$ cat config.mk
export PLATFORM = sky130hd
export DESIGN_NAME = id_scratch_flashcount_regs
export DESIGN_NICKNAME = d
export VERILOG_FILES = /design/src/logic/idregs_pkg.sv /design/src/logic/flash_commit.sv /design/src/logic/id_scratch_flashcount_regs.sv
export SDC_FILE = /design/constraint.sdc
export NUM_CORES = 1
export LEC_CHECK = 0
export ABC_AREA = 1
export ABC_CLOCK_PERIOD_IN_PS = 3000
export BUFFER_PORTS_ARGS = -buffer_cell sky130_fd_sc_hd__buf_4
export CAP_MARGIN = 20
export CORE_ASPECT_RATIO = 1.1
export CORE_MARGIN = 2
export CORE_UTILIZATION = 59
export CTS_CLUSTER_DIAMETER = 120
export DETAILED_ROUTE_END_ITERATION = 10
export HOLD_SLACK_MARGIN = 0.12
export PLACE_DENSITY = 0.87
export RECOVER_POWER = 100
export SYNTH_ARGS = -nofsm -noshare
export SYNTH_HDL_FRONTEND = slang
export SYNTH_SLANG_ARGS = --single-unit
export TNS_END_PERCENT = 10
$ cat constraint.sdc
create_clock -name MCLK -period 3 [get_ports MCLK]
set_input_delay 0.45 -clock MCLK [delete_from_list [all_inputs] [get_ports MCLK]]
set_output_delay 0.45 -clock MCLK [all_outputs]
set_load 0.02 [all_outputs]
$ cat src/logic/idregs_pkg.sv
// package: register map, field layout and timing of the id/scratch/flash-count bank
package idregs_pkg;
   localparam logic [6:0] ADDR_GLOBAL_COMMAND = 7'h68;
   localparam logic [6:0] ADDR_DIAG_STATUS = 7'h02;
   localparam logic [6:0] ADDR_PRODUCT_IDENTIFIER = 7'h72;
   localparam logic [6:0] ADDR_LOT_SERIAL_NUMBER = 7'h74;
   localparam logic [6:0] ADDR_USER_SCRATCH_A = 7'h76;
   localparam logic [6:0] ADDR_USER_SCRATCH_B = 7'h78;
   localparam logic [6:0] ADDR_USER_SCRATCH_C = 7'h7a;
   localparam logic [6:0] ADDR_FLASH_WRITES_LOW_WORD = 7'h7c;
   localparam logic [6:0] ADDR_FLASH_WRITES_HIGH_WORD = 7'h7e;
   localparam int CMD_FLASH_UPDATE_BIT = 3;
   localparam int DIAG_FLASH_FAIL_BIT = 2;
   localparam logic [15:0] SCRATCH_RESET = 16'h0000;
   localparam logic [31:0] FLASH_COUNT_RESET = 32'h0000_0000;
   localparam int FLASH_UPDATE_TIME_NS = 400;
   localparam int CLK_PERIOD_NS = 4;
   localparam int FLASH_UPDATE_CYCLES = FLASH_UPDATE_TIME_NS / CLK_PERIOD_NS;

   // one register-port request from the serial front end
   typedef struct packed {
      logic rd;
      logic wr;
      logic [6:0] addr;
      logic [15:0] wdata;
   } reg_req_type;

   // answer to a read, and the busy indication
   typedef struct packed {
      logic rvalid;
      logic [15:0] rdata;
      logic busy;
   } reg_rsp_type;
endpackage : idregs_pkg

$ cat src/logic/flash_commit.sv
// flash commit sequencer: timed write cycle that reports done and pass/fail
`timescale 1ns/10ps
`default_nettype none
module flash_commit #(
   parameter int CYCLES = 100
) (
   input wire logic clk,
   input wire logic rst_n,
   input wire logic start,
   input wire logic fault,
   output logic busy,
   output logic done,
   output logic failed
);
   logic [$clog2(CYCLES+1)-1:0] count_reg;

   // busy stretches for CYCLES clocks; done pulses in the clock after the last one
   always_ff @(posedge clk) begin
      if (!rst_n) begin
         count_reg <= '0;
         busy <= 1'b0;
         done <= 1'b0;
         failed <= 1'b0;
      end else begin
         done <= 1'b0;
         if (start && !busy) begin
            count_reg <= ($clog2(CYCLES+1))'(CYCLES - 1);
            busy <= 1'b1;
            failed <= 1'b0;
         end else if (busy) begin
            if (count_reg == '0) begin
               busy <= 1'b0;
               done <= 1'b1;
               failed <= fault; // sampled at the end of the write cycle
            end else begin
               count_reg <= count_reg - 1'b1;
            end
         end
      end
   end
endmodule : flash_commit
`default_nettype wire

$ cat src/logic/id_scratch_flashcount_regs.sv
// register bank: product id, lot serial, user scratch words and flash write counter
`timescale 1ns/10ps
`default_nettype none
module id_scratch_flashcount_regs #(
   parameter logic [15:0] PRODUCT_CODE = 16'h1234, // arbitrary value
   parameter logic [15:0] LOT_SERIAL = 16'h0001,
   parameter int FLASH_CYCLES = idregs_pkg::FLASH_UPDATE_CYCLES
) (
   input wire logic MCLK,
   input wire logic RST_N,
   input wire idregs_pkg::reg_req_type REQ,
   input wire logic FLASH_FAULT,
   output idregs_pkg::reg_rsp_type RSP,
   output logic DATA_READY_HOLD
);
   import idregs_pkg::*;

   // how the bank behaves at its port:
   //  - one request per cycle, rd or wr, addressed by the even byte address of a word
   //  - a taken read answers exactly one cycle later with rvalid and the word
   //  - a taken write stores at once; read-only and unmapped words drop it
   //  - a command write with the update bit raises busy at the accepting edge
   //  - while busy stands every request is dropped, nothing is queued
   //  - busy falls one cycle after the write cycle ends, so the count and the
   //    result bit are already updated when the first request after it is taken
   //  - the data-ready hold follows busy exactly, so sample production and the
   //    port resume together
   // the flash itself is not modelled: scratch words and count restart from zero
   // at reset, and the outcome of a write cycle comes in on FLASH_FAULT

   // number of user scratch words behind the port
   localparam int SCRATCH_WORDS = 3;

   // scratch storage, one flop word per user location
   logic [15:0] scratch_reg [SCRATCH_WORDS];

   // endurance count and its next value
   logic [31:0] flash_count_reg;
   logic [31:0] flash_count_next;

   // result of the most recent commit attempt, high when it failed
   logic diag_fail_reg;
   logic [15:0] diag_word;

   // launch strobe to the sequencer, one clock wide
   logic commit_start_reg;

   // sequencer status
   logic commit_busy;
   logic commit_done;
   logic commit_failed;

   // request qualifiers
   logic take;
   logic rd_take;
   logic wr_take;
   logic cmd_take;
   logic busy_next;

   // scratch write enables, one per word
   logic [SCRATCH_WORDS-1:0] scratch_we;

   // word selected by the read address
   logic [15:0] rdata_next;

   // requests arriving while a command runs are dropped, not queued; the registered
   // busy flag is the only gate, so host and bank always agree on what is refused
   assign take = !RSP.busy;
   assign rd_take = take && REQ.rd;
   assign wr_take = take && REQ.wr;

   // only the update bit acts; the other command bits belong to functions not built here
   assign cmd_take = wr_take && (REQ.addr == ADDR_GLOBAL_COMMAND)
      && REQ.wdata[CMD_FLASH_UPDATE_BIT];

   // busy covers the accepting edge, the launch cycle, the write cycle and one more
   assign busy_next = cmd_take || commit_start_reg || commit_busy;

   // timed write cycle; counts FLASH_CYCLES clocks and samples the fault at its end
   flash_commit #(
      .CYCLES(FLASH_CYCLES)
   ) u_commit (
      .clk(MCLK),
      .rst_n(RST_N),
      .start(commit_start_reg),
      .fault(FLASH_FAULT),
      .busy(commit_busy),
      .done(commit_done),
      .failed(commit_failed)
   );

   // command register: a taken write with the update bit launches the flash commit
   always_ff @(posedge MCLK) begin
      if (!RST_N) begin
         commit_start_reg <= 1'b0;
      end else begin
         commit_start_reg <= cmd_take;
      end
   end

   // scratch write decode; read-only and unmapped words get no enable, so writes fall away
   always_comb begin
      scratch_we = '0;
      if (wr_take) begin
         case (REQ.addr)
            ADDR_USER_SCRATCH_A: scratch_we[0] = 1'b1;
            ADDR_USER_SCRATCH_B: scratch_we[1] = 1'b1;
            ADDR_USER_SCRATCH_C: scratch_we[2] = 1'b1;
            default: scratch_we = '0;
         endcase
      end
   end

   // scratch words; every reset clears them, a commit does not keep them
   always_ff @(posedge MCLK) begin
      if (!RST_N) begin
         for (int i = 0; i < SCRATCH_WORDS; i++) begin
            scratch_reg[i] <= SCRATCH_RESET;
         end
      end else begin
         for (int i = 0; i < SCRATCH_WORDS; i++) begin
            if (scratch_we[i]) begin
               scratch_reg[i] <= REQ.wdata;
            end
         end
      end
   end

   // full 32-bit increment; the carry out of the low word moves into the high word.
   // the count wraps to zero after all ones, far beyond the flash's service life
   always_comb begin
      flash_count_next = flash_count_reg;
      if (commit_done) begin
         flash_count_next = flash_count_reg + 32'h0000_0001;
      end
   end

   // write counter, advanced once per finished flash cycle
   always_ff @(posedge MCLK) begin
      if (!RST_N) begin
         flash_count_reg <= FLASH_COUNT_RESET;
      end else begin
         flash_count_reg <= flash_count_next;
      end
   end

   // result flag of the last commit attempt; only a finished cycle changes it
   always_ff @(posedge MCLK) begin
      if (!RST_N) begin
         diag_fail_reg <= 1'b0;
      end else if (commit_done) begin
         diag_fail_reg <= commit_failed;
      end
   end

   // status word with only the commit result bit defined, the rest reads as zero
   always_comb begin
      diag_word = 16'h0000;
      diag_word[DIAG_FLASH_FAIL_BIT] = diag_fail_reg;
   end

   // read decode; the two count halves are not snapshotted, so a host that reads
   // both must not let a commit end between the two reads
   always_comb begin
      rdata_next = 16'h0000;
      case (REQ.addr)
         ADDR_PRODUCT_IDENTIFIER: rdata_next = PRODUCT_CODE;
         ADDR_LOT_SERIAL_NUMBER: rdata_next = LOT_SERIAL;
         ADDR_USER_SCRATCH_A: rdata_next = scratch_reg[0];
         ADDR_USER_SCRATCH_B: rdata_next = scratch_reg[1];
         ADDR_USER_SCRATCH_C: rdata_next = scratch_reg[2];
         ADDR_FLASH_WRITES_LOW_WORD: rdata_next = flash_count_reg[15:0];
         ADDR_FLASH_WRITES_HIGH_WORD: rdata_next = flash_count_reg[31:16];
         ADDR_DIAG_STATUS: rdata_next = diag_word;
         default: rdata_next = 16'h0000;
      endcase
   end

   // read answer: valid for exactly one cycle, data forced to zero otherwise
   always_ff @(posedge MCLK) begin
      if (!RST_N) begin
         RSP.rvalid <= 1'b0;
         RSP.rdata <= 16'h0000;
      end else begin
         RSP.rvalid <= rd_take;
         RSP.rdata <= rd_take ? rdata_next : 16'h0000;
      end
   end

   // busy flag seen by the host; it also gates the port, one flop for both
   always_ff @(posedge MCLK) begin
      if (!RST_N) begin
         RSP.busy <= 1'b0;
      end else begin
         RSP.busy <= busy_next;
      end
   end

   // data-ready pulsing is held off for as long as a command runs
   always_ff @(posedge MCLK) begin
      if (!RST_N) begin
         DATA_READY_HOLD <= 1'b0;
      end else begin
         DATA_READY_HOLD <= busy_next;
      end
   end
endmodule : id_scratch_flashcount_regs
`default_nettype wire

* Yosys cells after proc, flatten, opt, wreduce, memory -nomap -nowiden
Memories as Yosys holds them, arrays and structs flattened.
Cells that the tools add are included.
** Word-level totals
- Logic and storage cells :: 72
- Bits of input ports :: 28
- Output and inout port bits :: 19
- Memories kept :: 1
- Memory bits (writable) :: 48
- Bits in registers :: 62
** Cells by class
- $add $sub $neg :: 2
- Equal/unequal tests :: 10
- Reductions and logical operators :: 17
- Mux-type cells :: 25
- Bitwise logic cells :: 6
** Memories
- scratch_reg :: depth 3, bits a word 16, read ports 3, clocked after Yosys merged registers in 0, wr ports 3, RTL line id_scratch_flashcount_regs.sv:35 : logic [15:0] scratch_reg [SCRATCH_WORDS];
** Operators by type and width (number)
- $pmux W16 S8 :: 1
- $eq A7 B7 Y1 const B :: 8
- $mux W16 :: 3
- $add A32 B1 Y32 const B :: 1
- $mux W7 :: 3
- $mux W1 :: 17
- $reduce_and A2 Y1 :: 4
- $eq A7 B2 Y1 const B :: 1
- $logic_not A7 Y1 :: 1
- $sub A7 B1 Y7 const B :: 1
- $logic_and A1 B1 Y1 :: 5
- $mux W3 :: 1
- $not A1 Y1 :: 3
- $or A1 B1 Y1 :: 3
- $reduce_or A3 Y1 :: 1
- $logic_not A1 Y1 :: 2
- $logic_or A1 B1 Y1 :: 2
- $ne A2 B1 Y1 const B :: 1
- $reduce_bool A2 Y1 :: 1
- $reduce_or A2 Y1 :: 1

* Logic depth before layout (Yosys ltp)
Gate-level depths: netlist (run 1).
- Word-level depth :: 7
- Mapped depth :: 10
- Gate-level depth less buffers :: 10

* By module
Synthesis (run 1) repeated with hierarchy kept, for this count alone.
** Unflattened totals
- Cells, all modules :: 682
- Area, all modules :: 5532.8 µm²
** By module, submodules not included
- id_scratch_flashcount_regs :: cells an instance 606, area each 4964.8 µm², times used 1
- flash_commit :: cells an instance 76, area each 568.0 µm², times used 1

* Worst setup path after synthesis (run 1)
No wires, ideal clock.
- Path kind :: in2reg
- Start :: input REQ[16] in the netlist's numbering
- End :: memory scratch_reg[2][0], in the netlist scratch_reg[0][32], enable pin
- Buffers on the path :: 0
- Setup slack :: 440 ps
- Setup time :: 411 ps
- Cell stages on the path :: 5
- Data arrival time :: 2149 ps
- Path through :: inv_1 nand2_1 nor2_1 nand2_1 o21ai_0
** RTL lines
- from (decl) :: RTL line id_scratch_flashcount_regs.sv:11 : input wire idregs_pkg::reg_req_type REQ,
- to (decl) :: RTL line id_scratch_flashcount_regs.sv:35

==> results of run 1 <==
-- worst register-to-register path, stage by stage, from the launching register on --
cell	delay, ps
sky130_fd_sc_hd__dfxtp_1	360
sky130_fd_sc_hd__nor2_1	340
sky130_fd_sc_hd__inv_1	140
sky130_fd_sc_hd__o21ai_0	210
sky130_fd_sc_hd__clkbuf_1	720
-- cell families (layout without fill, tap and decap cells) --
family                   count (synthesis)  count (layout)  synth area share, %
AO/OA/AOI/OAI                           40              40                 4.11
XOR/XNOR                                 3               3                0.502
adder cells (fa/ha/maj)                  3               3                0.717
buffers and inverters                   97             148                 7.57
flip-flops                             110             110                 51.2
AND/OR/NAND/NOR                        435             435                 35.9
-- routing by layer --
layer  up-vias  global-route usage (%)  wire length, um
met4         0                    10.5              267
met3        29                    4.46              740
met2       181                    48.4             6190
met1      2127                    33.3             4930
met5         -                       0                0
li1       2301                       -                -
-- through the flow --
step | area (um^2) | setup WS [ps]
final | 5750 | 855
after global routing | 5750 | 722
after floorplan | 5240 | 440
after detailed placement | 5670 | 752
after global placement | 5670 | 867
after CTS | 5870 | 1120
-- report_power, final --
part | leakage (uW) | internal [uW] | total (uW) | switching, uW
clock | 0.000103 | 395 | 911 | 516
sequential | 0.000955 | 1590 | 1610 | 12.1
combinational | 0.00128 | 37.6 | 111 | 73.8
-- final cells by class --
type                            instances  area share, %
Multi-Input combinational cell        481           36.9
Clock inverter                          6           1.22
Timing Repair Buffer                   52           5.29
Clock buffer                           10           2.22
Tap cell                              114           2.48
Inverter                               80           5.22
Sequential cell                       110           46.6
-- layout by cell type, fill, tap and decap left out, types with 2 or more instances in the layout --
master / count
sky130_fd_sc_hd__xnor2_1: 2
sky130_fd_sc_hd__a21oi_1: 23
sky130_fd_sc_hd__nor3_1: 9
sky130_fd_sc_hd__edfxtp_1: 48
sky130_fd_sc_hd__nand4_1: 10
sky130_fd_sc_hd__clkbuf_1: 24
sky130_fd_sc_hd__ha_1: 3
sky130_fd_sc_hd__clkinv_4: 2
sky130_fd_sc_hd__clkbuf_8: 9
sky130_fd_sc_hd__o21ai_0: 12
sky130_fd_sc_hd__dfxtp_1: 62
sky130_fd_sc_hd__nand2_1: 161
sky130_fd_sc_hd__inv_1: 78
sky130_fd_sc_hd__o21a_1: 3
sky130_fd_sc_hd__nor2_1: 141
sky130_fd_sc_hd__nor2_4: 2
sky130_fd_sc_hd__and2_1: 2
sky130_fd_sc_hd__nand3_1: 105
sky130_fd_sc_hd__nor2_2: 3
sky130_fd_sc_hd__inv_2: 2
sky130_fd_sc_hd__buf_4: 29
-- final timing paths --
check / to / depth (start not counted)
worst min register to register: u_commit.failed$_SDFFE_PP0P_ / 2
worst min-delay path: u_commit.failed$_SDFFE_PP0P_ / 3
worst max-delay path: scratch_reg[0][36]$_DFFE_PP_ / 4
worst max register to register: scratch_reg[0][36]$_DFFE_PP_ / 4
==> load_flow_metrics.sql, run 1 <==
INSERT INTO impl_metrics (metric_group, metric, value, unit) VALUES
('route', 'finalWirelength', '12100', 'um'),
('yosys', 'asyncSetResetFlopFracSynth', '0', '%'),
('yosys', 'synth.cell_area', '5240', 'um^2'),
('die', 'boundaryPins', '47', ''),
('worst_setup_path', 'setup.worst_path.start_class', 'register', ''),
('yosys', 'avgSynthCellArea', '7.61', 'um^2'),
('clock_network', 'cts_tree', 'done', ''),
('worst_setup_path', 'worstPathRequired', '3000', 'ps'),
('clock_network', 'cts.sinks', '110', ''),
('hold_path', 'beginning_of_the_worst_hold_path', 'FLASH_FAULT', ''),
('global_route', 'grt_start_max_net_pins', '38', ''),
('route', 'vias_per_cell', '5.44', ''),
('place', 'place.detailed.instances', '837', ''),
('power_and_ir_drop', 'power.density', '457', 'nW/um^2'),
('die', 'std_cell_rows', '36', ''),
('place', 'dp_hpwl', '8960', 'um'),
('hold_path', 'min-delay-path-class', 'input port to register', ''),
('global_route', 'grt.overflow.total', '0', ''),
('worst_setup_path', 'critical_path.slowest_cell', 'sky130_fd_sc_hd__clkbuf_1', ''),
('clock_network', 'ctsLongestPathBuffers', '2', ''),
('final_layout', 'largest_register_ffs', '48', ''),
('worst_setup_path', 'cpPeakStageDelay', '720', 'ps'),
('sta', 'post-route-period-util', '71.5', '%'),
('final_layout', 'layout-drive-gt1-share', '7.17', '%'),
('outcome', 'status', 'completed', ''),
('sta', 'worst_slew_margin_rel', '37.9', '%'),
('clock_network', 'post-cts-setup-buffers', '0', ''),
('clock_network', 'cts_root_buffer', 'sky130_fd_sc_hd__clkbuf_8', ''),
('worst_setup_path', 'end_kind', 'register', ''),
('yosys', 'netlist-cell-type-count', '29', ''),
('final_layout', 'ff_latch_area', '2680', 'um^2'),
('yosys', 'dominantRegCellSynth', 'sky130_fd_sc_hd__dfxtp_1', ''),
('sta', 'timing_hold_violations_final', '0', ''),
('clock_network', 'path_clk_slew', '110', 'ps'),
('route', 'wl_per_instance', '14.2', 'um'),
('sta', 'hold_ws', '346', 'ps'),
('final_layout', 'nFillCells', '746', ''),
('final_layout', 'total_nets_final', '765', ''),
('yosys', 'synth-edff-count', '48', ''),
('clock_network', 'cts.repair.resized', '0', ''),
('final_layout', 'fin_cells', '853', ''),
('sta', 'final_skew', '12.7', 'ps'),
('global_route', 'grt_antenna_before_repair', '0', ''),
('final_layout', 'antennaDiodeCount', '0', ''),
('sta', 'final-setup-viol-count', '0', ''),
('final_layout', 'multi_input_comb_area', '2120', 'um^2'),
('final_layout', 'utilization', '65.8', '%'),
('final_layout', 'synthToLayoutAreaGrowth', '9.79', '%'),
('sta', 'min_period', '2150', 'ps'),
('route', 'detail-route-antenna-nets', '0', ''),
('yosys', 'synth_sequential_area_ratio', '51.2', '%'),
('route', 'vias', '4638', ''),
('sta', 'setup_total_negative_slack', '0', 'ps'),
('global_route', 'grt_use_total', '27.2', '%'),
('route', 'drt_pre_antenna_iters', '5', ''),
('worst_setup_path', 'critical_path.startpoint', 'DATA_READY_HOLD$_SDFF_PN0_', ''),
('route', 'drc', '0', ''),
('place', 'port_buffers', '46', ''),
('yosys', 'netlist_top_cells_count', 'sky130_fd_sc_hd__nand2_1 (160), sky130_fd_sc_hd__nor2_1 (130), sky130_fd_sc_hd__nand3_1 (104)', ''),
('yosys', 'yosys_register_bits', '110', ''),
('worst_setup_path', 'timing.setup.critical_path_class', 'register to register', ''),
('yosys', 'ys_top_cells_by_area', 'sky130_fd_sc_hd__edfxtp_1 (28%), sky130_fd_sc_hd__dfxtp_1 (24%), sky130_fd_sc_hd__nand2_1 (11%)', ''),
('clock_network', 'tritoncts.num_buffers', '9', ''),
('power_and_ir_drop', 'total_power', '2630', 'uW'),
('worst_setup_path', 'setup.reg_to_reg.worst_slack', '850', 'ps'),
('worst_setup_path', 'worst_r2r_startpoint', 'DATA_READY_HOLD$_SDFF_PN0_', ''),
('die', 'design.die.area', '9650', 'um^2'),
('sta', 'timing.final.max_slew_violations', '0', ''),
('yosys', 'post_synth_inst_count', '688', ''),
('power_and_ir_drop', 'total_leakage_power', '0.00234', 'uW'),
('clock_network', 'postCtsHoldBufs', '0', '');
Note: power is estimated with default switching activity, not from simulation.
==> inputs of run 2 (changes only) <==
--- a/config.mk
+++ b/config.mk
@@ -6,7 +6,7 @@
 export NUM_CORES = 1
 export LEC_CHECK = 0
 export ABC_AREA = 1
-export ABC_CLOCK_PERIOD_IN_PS = 3000
+export ABC_CLOCK_PERIOD_IN_PS = 2100
 export BUFFER_PORTS_ARGS = -buffer_cell sky130_fd_sc_hd__buf_4
 export CAP_MARGIN = 20
 export CORE_ASPECT_RATIO = 1.1
==> constraint.sdc (replaced) <==
create_clock -name MCLK -period 2.1 [get_ports MCLK]
set_input_delay 0.315 -clock MCLK [delete_from_list [all_inputs] [get_ports MCLK]]
set_output_delay 0.315 -clock MCLK [all_outputs]
set_load 0.02 [all_outputs]
==> run 2 against run 1 <==
Sequential share of layout area is 0.49 points lower. Clock power is 48% higher. Register-to-register slack worse by 490 ps. Critical path type unchanged. Critical endpoint is now flash_count_reg[26]$_SDFFE_PN0P_. Largest cell class unchanged. Largest power group unchanged. Highest routed layer unchanged.
==> load_flow_metrics.sql, run 2 (synthesis gave the netlist of run 1 again) <==
INSERT INTO impl_metrics (metric_group, metric, value, unit) VALUES
('route', 'drc', '0', ''),
('die', 'design.die.area', '9650', 'um^2'),
('final_layout', 'postLayoutCellArea', '5810', 'um^2'),
('route', 'vias_per_cell', '5.44', ''),
('route', 'met2RoutedLength', '6100', 'um'),
('clock_network', 'postCtsHoldBufs', '0', ''),
('die', 'boundaryPins', '47', ''),
('route', 'topRoutingLayerUsed', 'met4', ''),
('global_route', 'grt_start_max_net_pins', '39', ''),
('worst_setup_path', 'end_kind', 'register', ''),
('worst_setup_path', 'crit_fanout', '5', ''),
('die', 'core_area', '8740', 'um^2'),
('place', 'globalplace.congestion', '0.967', ''),
('clock_network', 'clk_latency', '390', 'ps'),
('worst_setup_path', 'cpPeakStageDelay', '490', 'ps'),
('route', 'wl_per_instance', '14.1', 'um'),
('clock_network', 'cts_tree', 'done', ''),
('place', 'dp_hpwl', '8880', 'um'),
('final_layout', 'final_common_cell', 'sky130_fd_sc_hd__nand2_1', ''),
('final_layout', 'mostFrequentLayoutCells', 'sky130_fd_sc_hd__nand2_1 (160), sky130_fd_sc_hd__nor2_1 (143), sky130_fd_sc_hd__nand3_1 (104)', ''),
('route', 'detail-route-antenna-nets', '0', ''),
('sta', 'timing_worst_slew_pin_value', '1030', 'ps'),
('final_layout', 'synthToLayoutAreaGrowth', '11.0', '%'),
('hold_path', 'min-delay-path-class', 'input port to register', ''),
('place', 'postPlaceCellArea', '5730', 'um^2'),
('worst_setup_path', 'cp_data_arrival_time', '2020', 'ps'),
('worst_setup_path', 'setup.worst_path.start_class', 'register', ''),
('final_layout', 'largest_register_ffs', '48', ''),
('worst_setup_path', 'worst_r2r_startpoint', 'flash_count_reg[12]$_SDFFE_PN0P_', ''),
('clock_network', 'ctsLongestPathBuffers', '2', ''),
('die', 'die_x', '93.8', 'um'),
('route', 'finalWirelength', '12200', 'um'),
('worst_setup_path', 'critical_path.slowest_cell', 'sky130_fd_sc_hd__dfxtp_1', ''),
('power_and_ir_drop', 'total_power', '3810', 'uW'),
('clock_network', 'tritoncts.num_buffers', '9', ''),
('worst_setup_path', 'worst_path_dominant_cell_family', 'simple AND/OR/NAND/NOR gates', ''),
('place', 'port_buffers', '46', ''),
('flow_run', 'max_cap_violations', '0', ''),
('worst_setup_path', 'timing.setup.critical_path_class', 'register to register', ''),
('route', 'wl_met3', '752', 'um'),
('clock_network', 'cts.repair.resized', '0', ''),
('route', 'drt_pre_antenna_iters', '7', ''),
('clock_network', 'path_clk_slew', '110', 'ps'),
('worst_setup_path', 'cp_cell_sequence', 'nand2_1, nor2_1, nand2_1, nor2_1, nand2_1, nor3_1, nor2_1', ''),
('sta', 'setup_repair_after_global_routing_missed_its_margin', 'no', ''),
('global_route', 'first_global_vias', '4308', ''),
('final_layout', 'nFillCells', '790', ''),
('sta', 'final_skew', '13.3', 'ps'),
('outcome', 'status', 'completed', ''),
('sta', 'final-setup-viol-count', '0', ''),
('sta', 'timing_hold_violations_final', '0', ''),
('die', 'die_y', '103', 'um'),
('power_and_ir_drop', 'ir_drop', '0.577', 'mV'),
('power_and_ir_drop', 'power.density', '656', 'nW/um^2'),
('clock_network', 'cts.htree.levels', '3', ''),
('global_route', 'grt.overflow.total', '0', ''),
('final_layout', 'total_nets_final', '772', ''),
('power_and_ir_drop', 'total_leakage_power', '0.00239', 'uW'),
('sta', 'layout_setup_ws', '366', 'ps'),
('place', 'preCtsSetupSlack', '341', 'ps'),
('clock_network', 'post-cts-setup-buffers', '0', ''),
('global_route', 'grt_use_total', '26.4', '%'),
('hold_path', 'beginning_of_the_worst_hold_path', 'FLASH_FAULT', ''),
('sta', 'max_freq', '577', 'MHz'),
('final_layout', 'layout-drive-gt1-share', '8.58', '%'),
('sta', 'worst_slew_margin_rel', '30.9', '%'),
('worst_setup_path', 'worstPathRequired', '2390', 'ps'),
('global_route', 'grt_antenna_before_repair', '0', ''),
('worst_setup_path', 'cp.buffers_inverters', '0', ''),
('clock_network', 'cts_root_buffer', 'sky130_fd_sc_hd__clkbuf_8', ''),
('global_route', 'first_pass_grt_wire_length', '19700', 'um'),
('route', 'routedLengthMet1', '4980', 'um'),
('die', 'std_cell_rows', '36', ''),
('sta', 'timing.final.max_slew_violations', '0', ''),
('final_layout', 'antennaDiodeCount', '0', ''),
('clock_network', 'cts.sinks', '110', ''),
('route', 'first_drt_iteration_drcs', '338', ''),
('sta', 'min_period', '1730', 'ps'),
('route', 'vias', '4678', ''),
('worst_setup_path', 'critical_path.startpoint', 'flash_count_reg[12]$_SDFFE_PN0P_', ''),
('sta', 'post-route-period-util', '82.6', '%'),
('die', 'starting_utilization_of_the_core_area', '59.9', '%');
## run 2: cell count changes in the layout (fill, tap and decap cells not counted), sizes merged
cell / previous run / this run
buf: 29 / 34
inv: 82 / 83
clkinv: 3 / 2
clkbuf: 33 / 35
## run 2: area by class of cell
cell class                      count  area, um^2  share of cell area, %
Sequential cell                   110        2680                   46.2
Multi-Input combinational cell    481        2130                   36.6
Timing Repair Buffer               59         357                   6.14
Inverter                           80         300                   5.17
Tap cell                          114         143                   2.45
Clock buffer                       10         128                   2.20
Clock inverter                      6        76.3                   1.31
## run 2: worst min-delay path, cell delays in order
cell	delay [ps]
sky130_fd_sc_hd__buf_4	110
sky130_fd_sc_hd__nand2_1	50
sky130_fd_sc_hd__a21oi_1	50
## run 2: layer usage
metal / GRT usage (%) / vias up
li1: - / 2317
met1: 32.4 / 2173
met2: 46.2 / 161
met3: 5.26 / 27
met4: 10.0 / 0
met5: 0 / -
## run 2: final timing paths
check / to / slack (ps) / cells after the start
worst min-delay path: u_commit.failed$_SDFFE_PP0P_ / 170 / 3
worst max register to register: flash_count_reg[26]$_SDFFE_PN0P_ / 370 / 7
worst min register to register: u_commit.failed$_SDFFE_PP0P_ / 470 / 2
worst max-delay path: flash_count_reg[26]$_SDFFE_PN0P_ / 370 / 7
## run 2: power by group
part / internal [uW] / switching [uW] / leakage (uW)
registers: 2280 / 16.8 / 0.000955
logic: 59.7 / 106 / 0.00133
clock network: 574 / 777 / 0.000103
total: 2910 / 900 / 0.00239
## run 2: through the flow
stage          hold slack, ps  utilization [%]  setup TNS (ps)  std cells
2_1_floorplan             440                -           -8630        688
3_3_place_gp              455             65.5               0        844
3_5_place_dp              461             65.5               0        844
4_1_cts                   169             67.9               0        860
5_1_grt                   175             66.5               0        860
6_report                  175             66.5               0        860
==> inputs of run 3 (changes only) <==
--- a/config.mk
+++ b/config.mk
@@ -6,7 +6,7 @@
 export NUM_CORES = 1
 export LEC_CHECK = 0
 export ABC_AREA = 1
-export ABC_CLOCK_PERIOD_IN_PS = 2100
+export ABC_CLOCK_PERIOD_IN_PS = 1800
 export BUFFER_PORTS_ARGS = -buffer_cell sky130_fd_sc_hd__buf_4
 export CAP_MARGIN = 20
 export CORE_ASPECT_RATIO = 1.1
==> constraint.sdc (replaced) <==
create_clock -name MCLK -period 1.8 [get_ports MCLK]
set_input_delay 0.27 -clock MCLK [delete_from_list [all_inputs] [get_ports MCLK]]
set_output_delay 0.27 -clock MCLK [all_outputs]
set_load 0.02 [all_outputs]
==> run 3 against run 2 <==
Sequential cell count is the same. Design area rose by 1.2%. Maximum frequency up 9.1%. Hold slack lost 26 ps. Sequential share of layout area down 0.57 points. Utilization rose by 0.83 points. First-iteration DRC count is 17% lower. Critical path type unchanged. Critical endpoint is now scratch_reg[0][45]$_DFFE_PP_. Power rose by 18%. Via count up 0.26%. Non-clock buffer count is 5 higher. Register-to-register slack worse by 150 ps. Count of clock-buffer cells in the layout up 1.
==> load_flow_metrics.sql, run 3 (synthesis gave the netlist of run 1 again) <==
INSERT INTO impl_metrics (metric_group, metric, value, unit) VALUES
('global_route', 'global_route.peak_usage_layer', 'met2', ''),
('sta', 'final-setup-viol-count', '0', ''),
('worst_setup_path', 'end_kind', 'register', ''),
('sta', 'final_skew', '15.6', 'ps'),
('worst_setup_path', 'setup.reg_to_reg.worst_slack', '210', 'ps'),
('hold_path', 'hold_path_end', 'u_commit.failed$_SDFFE_PP0P_', ''),
('die', 'die_x', '93.8', 'um'),
('route', 'vias', '4690', ''),
('hold_path', 'min-delay-path-class', 'input port to register', ''),
('outcome', 'status', 'completed', ''),
('final_layout', 'fin_cells', '865', ''),
('final_layout', 'nFillCells', '775', ''),
('worst_setup_path', 'crit_fanout', '16', ''),
('clock_network', 'ctsLongestPathBuffers', '2', ''),
('hold_path', 'beginning_of_the_worst_hold_path', 'FLASH_FAULT', ''),
('worst_setup_path', 'cp_data_arrival_time', '1630', 'ps'),
('global_route', 'grt_antenna_before_repair', '0', ''),
('route', 'detail-route-antenna-nets', '0', ''),
('place', 'place.detailed.instances', '848', ''),
('global_route', 'grt_start_max_net_pins', '40', ''),
('clock_network', 'cts.htree.levels', '3', ''),
('final_layout', 'antennaDiodeCount', '0', ''),
('route', 'drt_pre_antenna_iters', '5', ''),
('worst_setup_path', 'rr_worst_depth', '4', ''),
('die', 'design.die.area', '9650', 'um^2'),
('worst_setup_path', 'worstPathRequired', '1840', 'ps'),
('power_and_ir_drop', 'power.density', '764', 'nW/um^2'),
('clock_network', 'tritoncts.num_buffers', '9', ''),
('sta', 'setup_total_negative_slack', '0', 'ps'),
('worst_setup_path', 'timing.setup.critical_path_class', 'register to register', ''),
('worst_setup_path', 'worst_r2r_startpoint', 'DATA_READY_HOLD$_SDFF_PN0_', ''),
('final_layout', 'total_nets_final', '777', ''),
('global_route', 'first_pass_grt_wire_length', '20500', 'um'),
('power_and_ir_drop', 'total_leakage_power', '0.00241', 'uW'),
('power_and_ir_drop', 'int_power', '3480', 'uW'),
('place', 'dp_hpwl', '9090', 'um'),
('sta', 'timing.final.max_slew_violations', '0', ''),
('die', 'boundaryPins', '47', ''),
('final_layout', 'final_common_cell', 'sky130_fd_sc_hd__nand2_1', ''),
('clock_network', 'cts_tree', 'done', ''),
('global_route', 'grt_use_total', '27.6', '%'),
('clock_network', 'path_clk_slew', '110', 'ps'),
('place', 'port_buffers', '46', ''),
('route', 'wl_per_instance', '14.3', 'um'),
('clock_network', 'cts.sinks', '110', ''),
('clock_network', 'post-cts-setup-buffers', '0', ''),
('global_route', 'grt_use_met1', '34.1', '%'),
('die', 'std_cell_rows', '36', ''),
('die', 'core_area', '8740', 'um^2'),
('die', 'die_y', '103', 'um'),
('final_layout', 'mostFrequentLayoutCells', 'sky130_fd_sc_hd__nand2_1 (159), sky130_fd_sc_hd__nor2_1 (140), sky130_fd_sc_hd__nand3_1 (105)', ''),
('final_layout', 'largest_register_ffs', '48', ''),
('sta', 'min_period', '1590', 'ps'),
('final_layout', 'ff_latch_area', '2680', 'um^2'),
('final_layout', 'synthToLayoutAreaGrowth', '12.4', '%'),
('sta', 'timing_worst_slew_pin_value', '678', 'ps'),
('power_and_ir_drop', 'comb_power_share', '4.5', '%'),
('place', 'globalplace.congestion', '0.959', ''),
('route', 'drc', '0', ''),
('global_route', 'first_global_vias', '4460', ''),
('worst_setup_path', 'r2r_end', 'scratch_reg[0][45]$_DFFE_PP_', ''),
('die', 'starting_utilization_of_the_core_area', '59.9', '%'),
('clock_network', 'clk_latency', '390', 'ps'),
('sta', 'post-route-period-util', '88.2', '%'),
('power_and_ir_drop', 'power.switching_fraction', '22.6', '%'),
('worst_setup_path', 'setup.worst_path.start_class', 'register', ''),
('sta', 'timing_hold_violations_final', '0', ''),
('clock_network', 'cts_root_buffer', 'sky130_fd_sc_hd__clkbuf_8', ''),
('power_and_ir_drop', 'ir_drop', '0.831', 'mV'),
('route', 'finalWirelength', '12300', 'um'),
('route', 'first_drt_iteration_drcs', '282', ''),
('global_route', 'grt.overflow.total', '0', ''),
('sta', 'worst_slew_margin_rel', '54.8', '%'),
('global_route', 'met2_usage', '47.4', '%'),
('hold_path', 'holdPathStages', '3', ''),
('route', 'vias_per_cell', '5.42', ''),
('power_and_ir_drop', 'reg_power_share', '59.6', '%'),
('sta', 'setup_repair_after_global_routing_missed_its_margin', 'no', ''),
('final_layout', 'multi_input_comb_area', '2120', 'um^2'),
('flow_run', 'max_cap_violations', '0', ''),
('power_and_ir_drop', 'net_switching_power', '1020', 'uW'),
('final_layout', 'utilization', '67.3', '%'),
('global_route', 'met3_usage', '6.51', '%'),
('power_and_ir_drop', 'clock_power_share', '35.9', '%'),
('sta', 'hold_ws', '149', 'ps'),
('final_layout', 'layout-drive-gt1-share', '9.19', '%'),
('sta', 'max_freq', '630', 'MHz');
run 3: through the flow:
stage | power, uW | setup slack, ps | instance area [um^2]
finish | 4490 | 212 | 5880
global route | 4640 | 46.2 | 5880
CTS | 4520 | 164 | 6030
detailed placement | 2950 | 133 | 5800
global placement | 2940 | 253 | 5800
floorplan | 2840 | -142 | 5240
run 3: worst max-delay path, cell delays in order (launching register included):
cell                       delay [ps]
sky130_fd_sc_hd__dfxtp_1          360
sky130_fd_sc_hd__nor2_1           210
sky130_fd_sc_hd__inv_1             90
sky130_fd_sc_hd__o21ai_0          180
sky130_fd_sc_hd__clkbuf_2         400
run 3: worst max path at each step:
stage / from / endpoint / slack (ps) / depth (start not counted)
final: DATA_READY_HOLD$_SDFF_PN0_ / scratch_reg[0][45]$_DFFE_PP_ / 210 / 4
after global routing: flash_count_reg[1]$_SDFFE_PN0P_ / flash_count_reg[28]$_SDFFE_PN0P_ / 50 / 9
after CTS: u_commit.count_reg[0]$_SDFFE_PN0P_ / u_commit.count_reg[1]$_SDFFE_PN0P_ / 160 / 8
after detailed placement: REQ[16] / scratch_reg[0][2]$_DFFE_PP_ / 130 / 8
after global placement: REQ[16] / scratch_reg[0][13]$_DFFE_PP_ / 250 / 9
after floorplan: DATA_READY_HOLD$_SDFF_PN0_ / scratch_reg[0][0]$_DFFE_PP_ / -140 / 3
run 3: repair_timing:
action / 4_1_cts / 5_1_grt
gates resized for setup: 0 / 3
endpoints found under the hold margin: 1 / 0
hold buffers: 1 / 0
endpoints found under the setup margin: 0 / 5
run 3: routing by layer:
metal  share of wire [%]  vias up
met4                 2.5        0
met3                 6.7       26
met2                  49      192
met5                   0        -
li1                    -     2336
met1                  42     2136
run 3: power by group through the flow:
stage	sequential (uW)	combinational (uW)	clock (uW)
after floorplan	2730	106	0
after global placement	2730	208	0
after detailed placement	2730	213	0
after CTS	2680	215	1630
after global routing	2680	224	1740
final	2680	201	1620
run 3: final cells by class:
type                    count  share of cell area [%]
clock buffers              11                    2.59
clock inverters             5                    1.11
inverters                  80                    5.10
multi-input cells         481                    36.0
flip-flops and latches    110                    45.6
well taps                 114                    2.42
repair buffers             64                    7.14
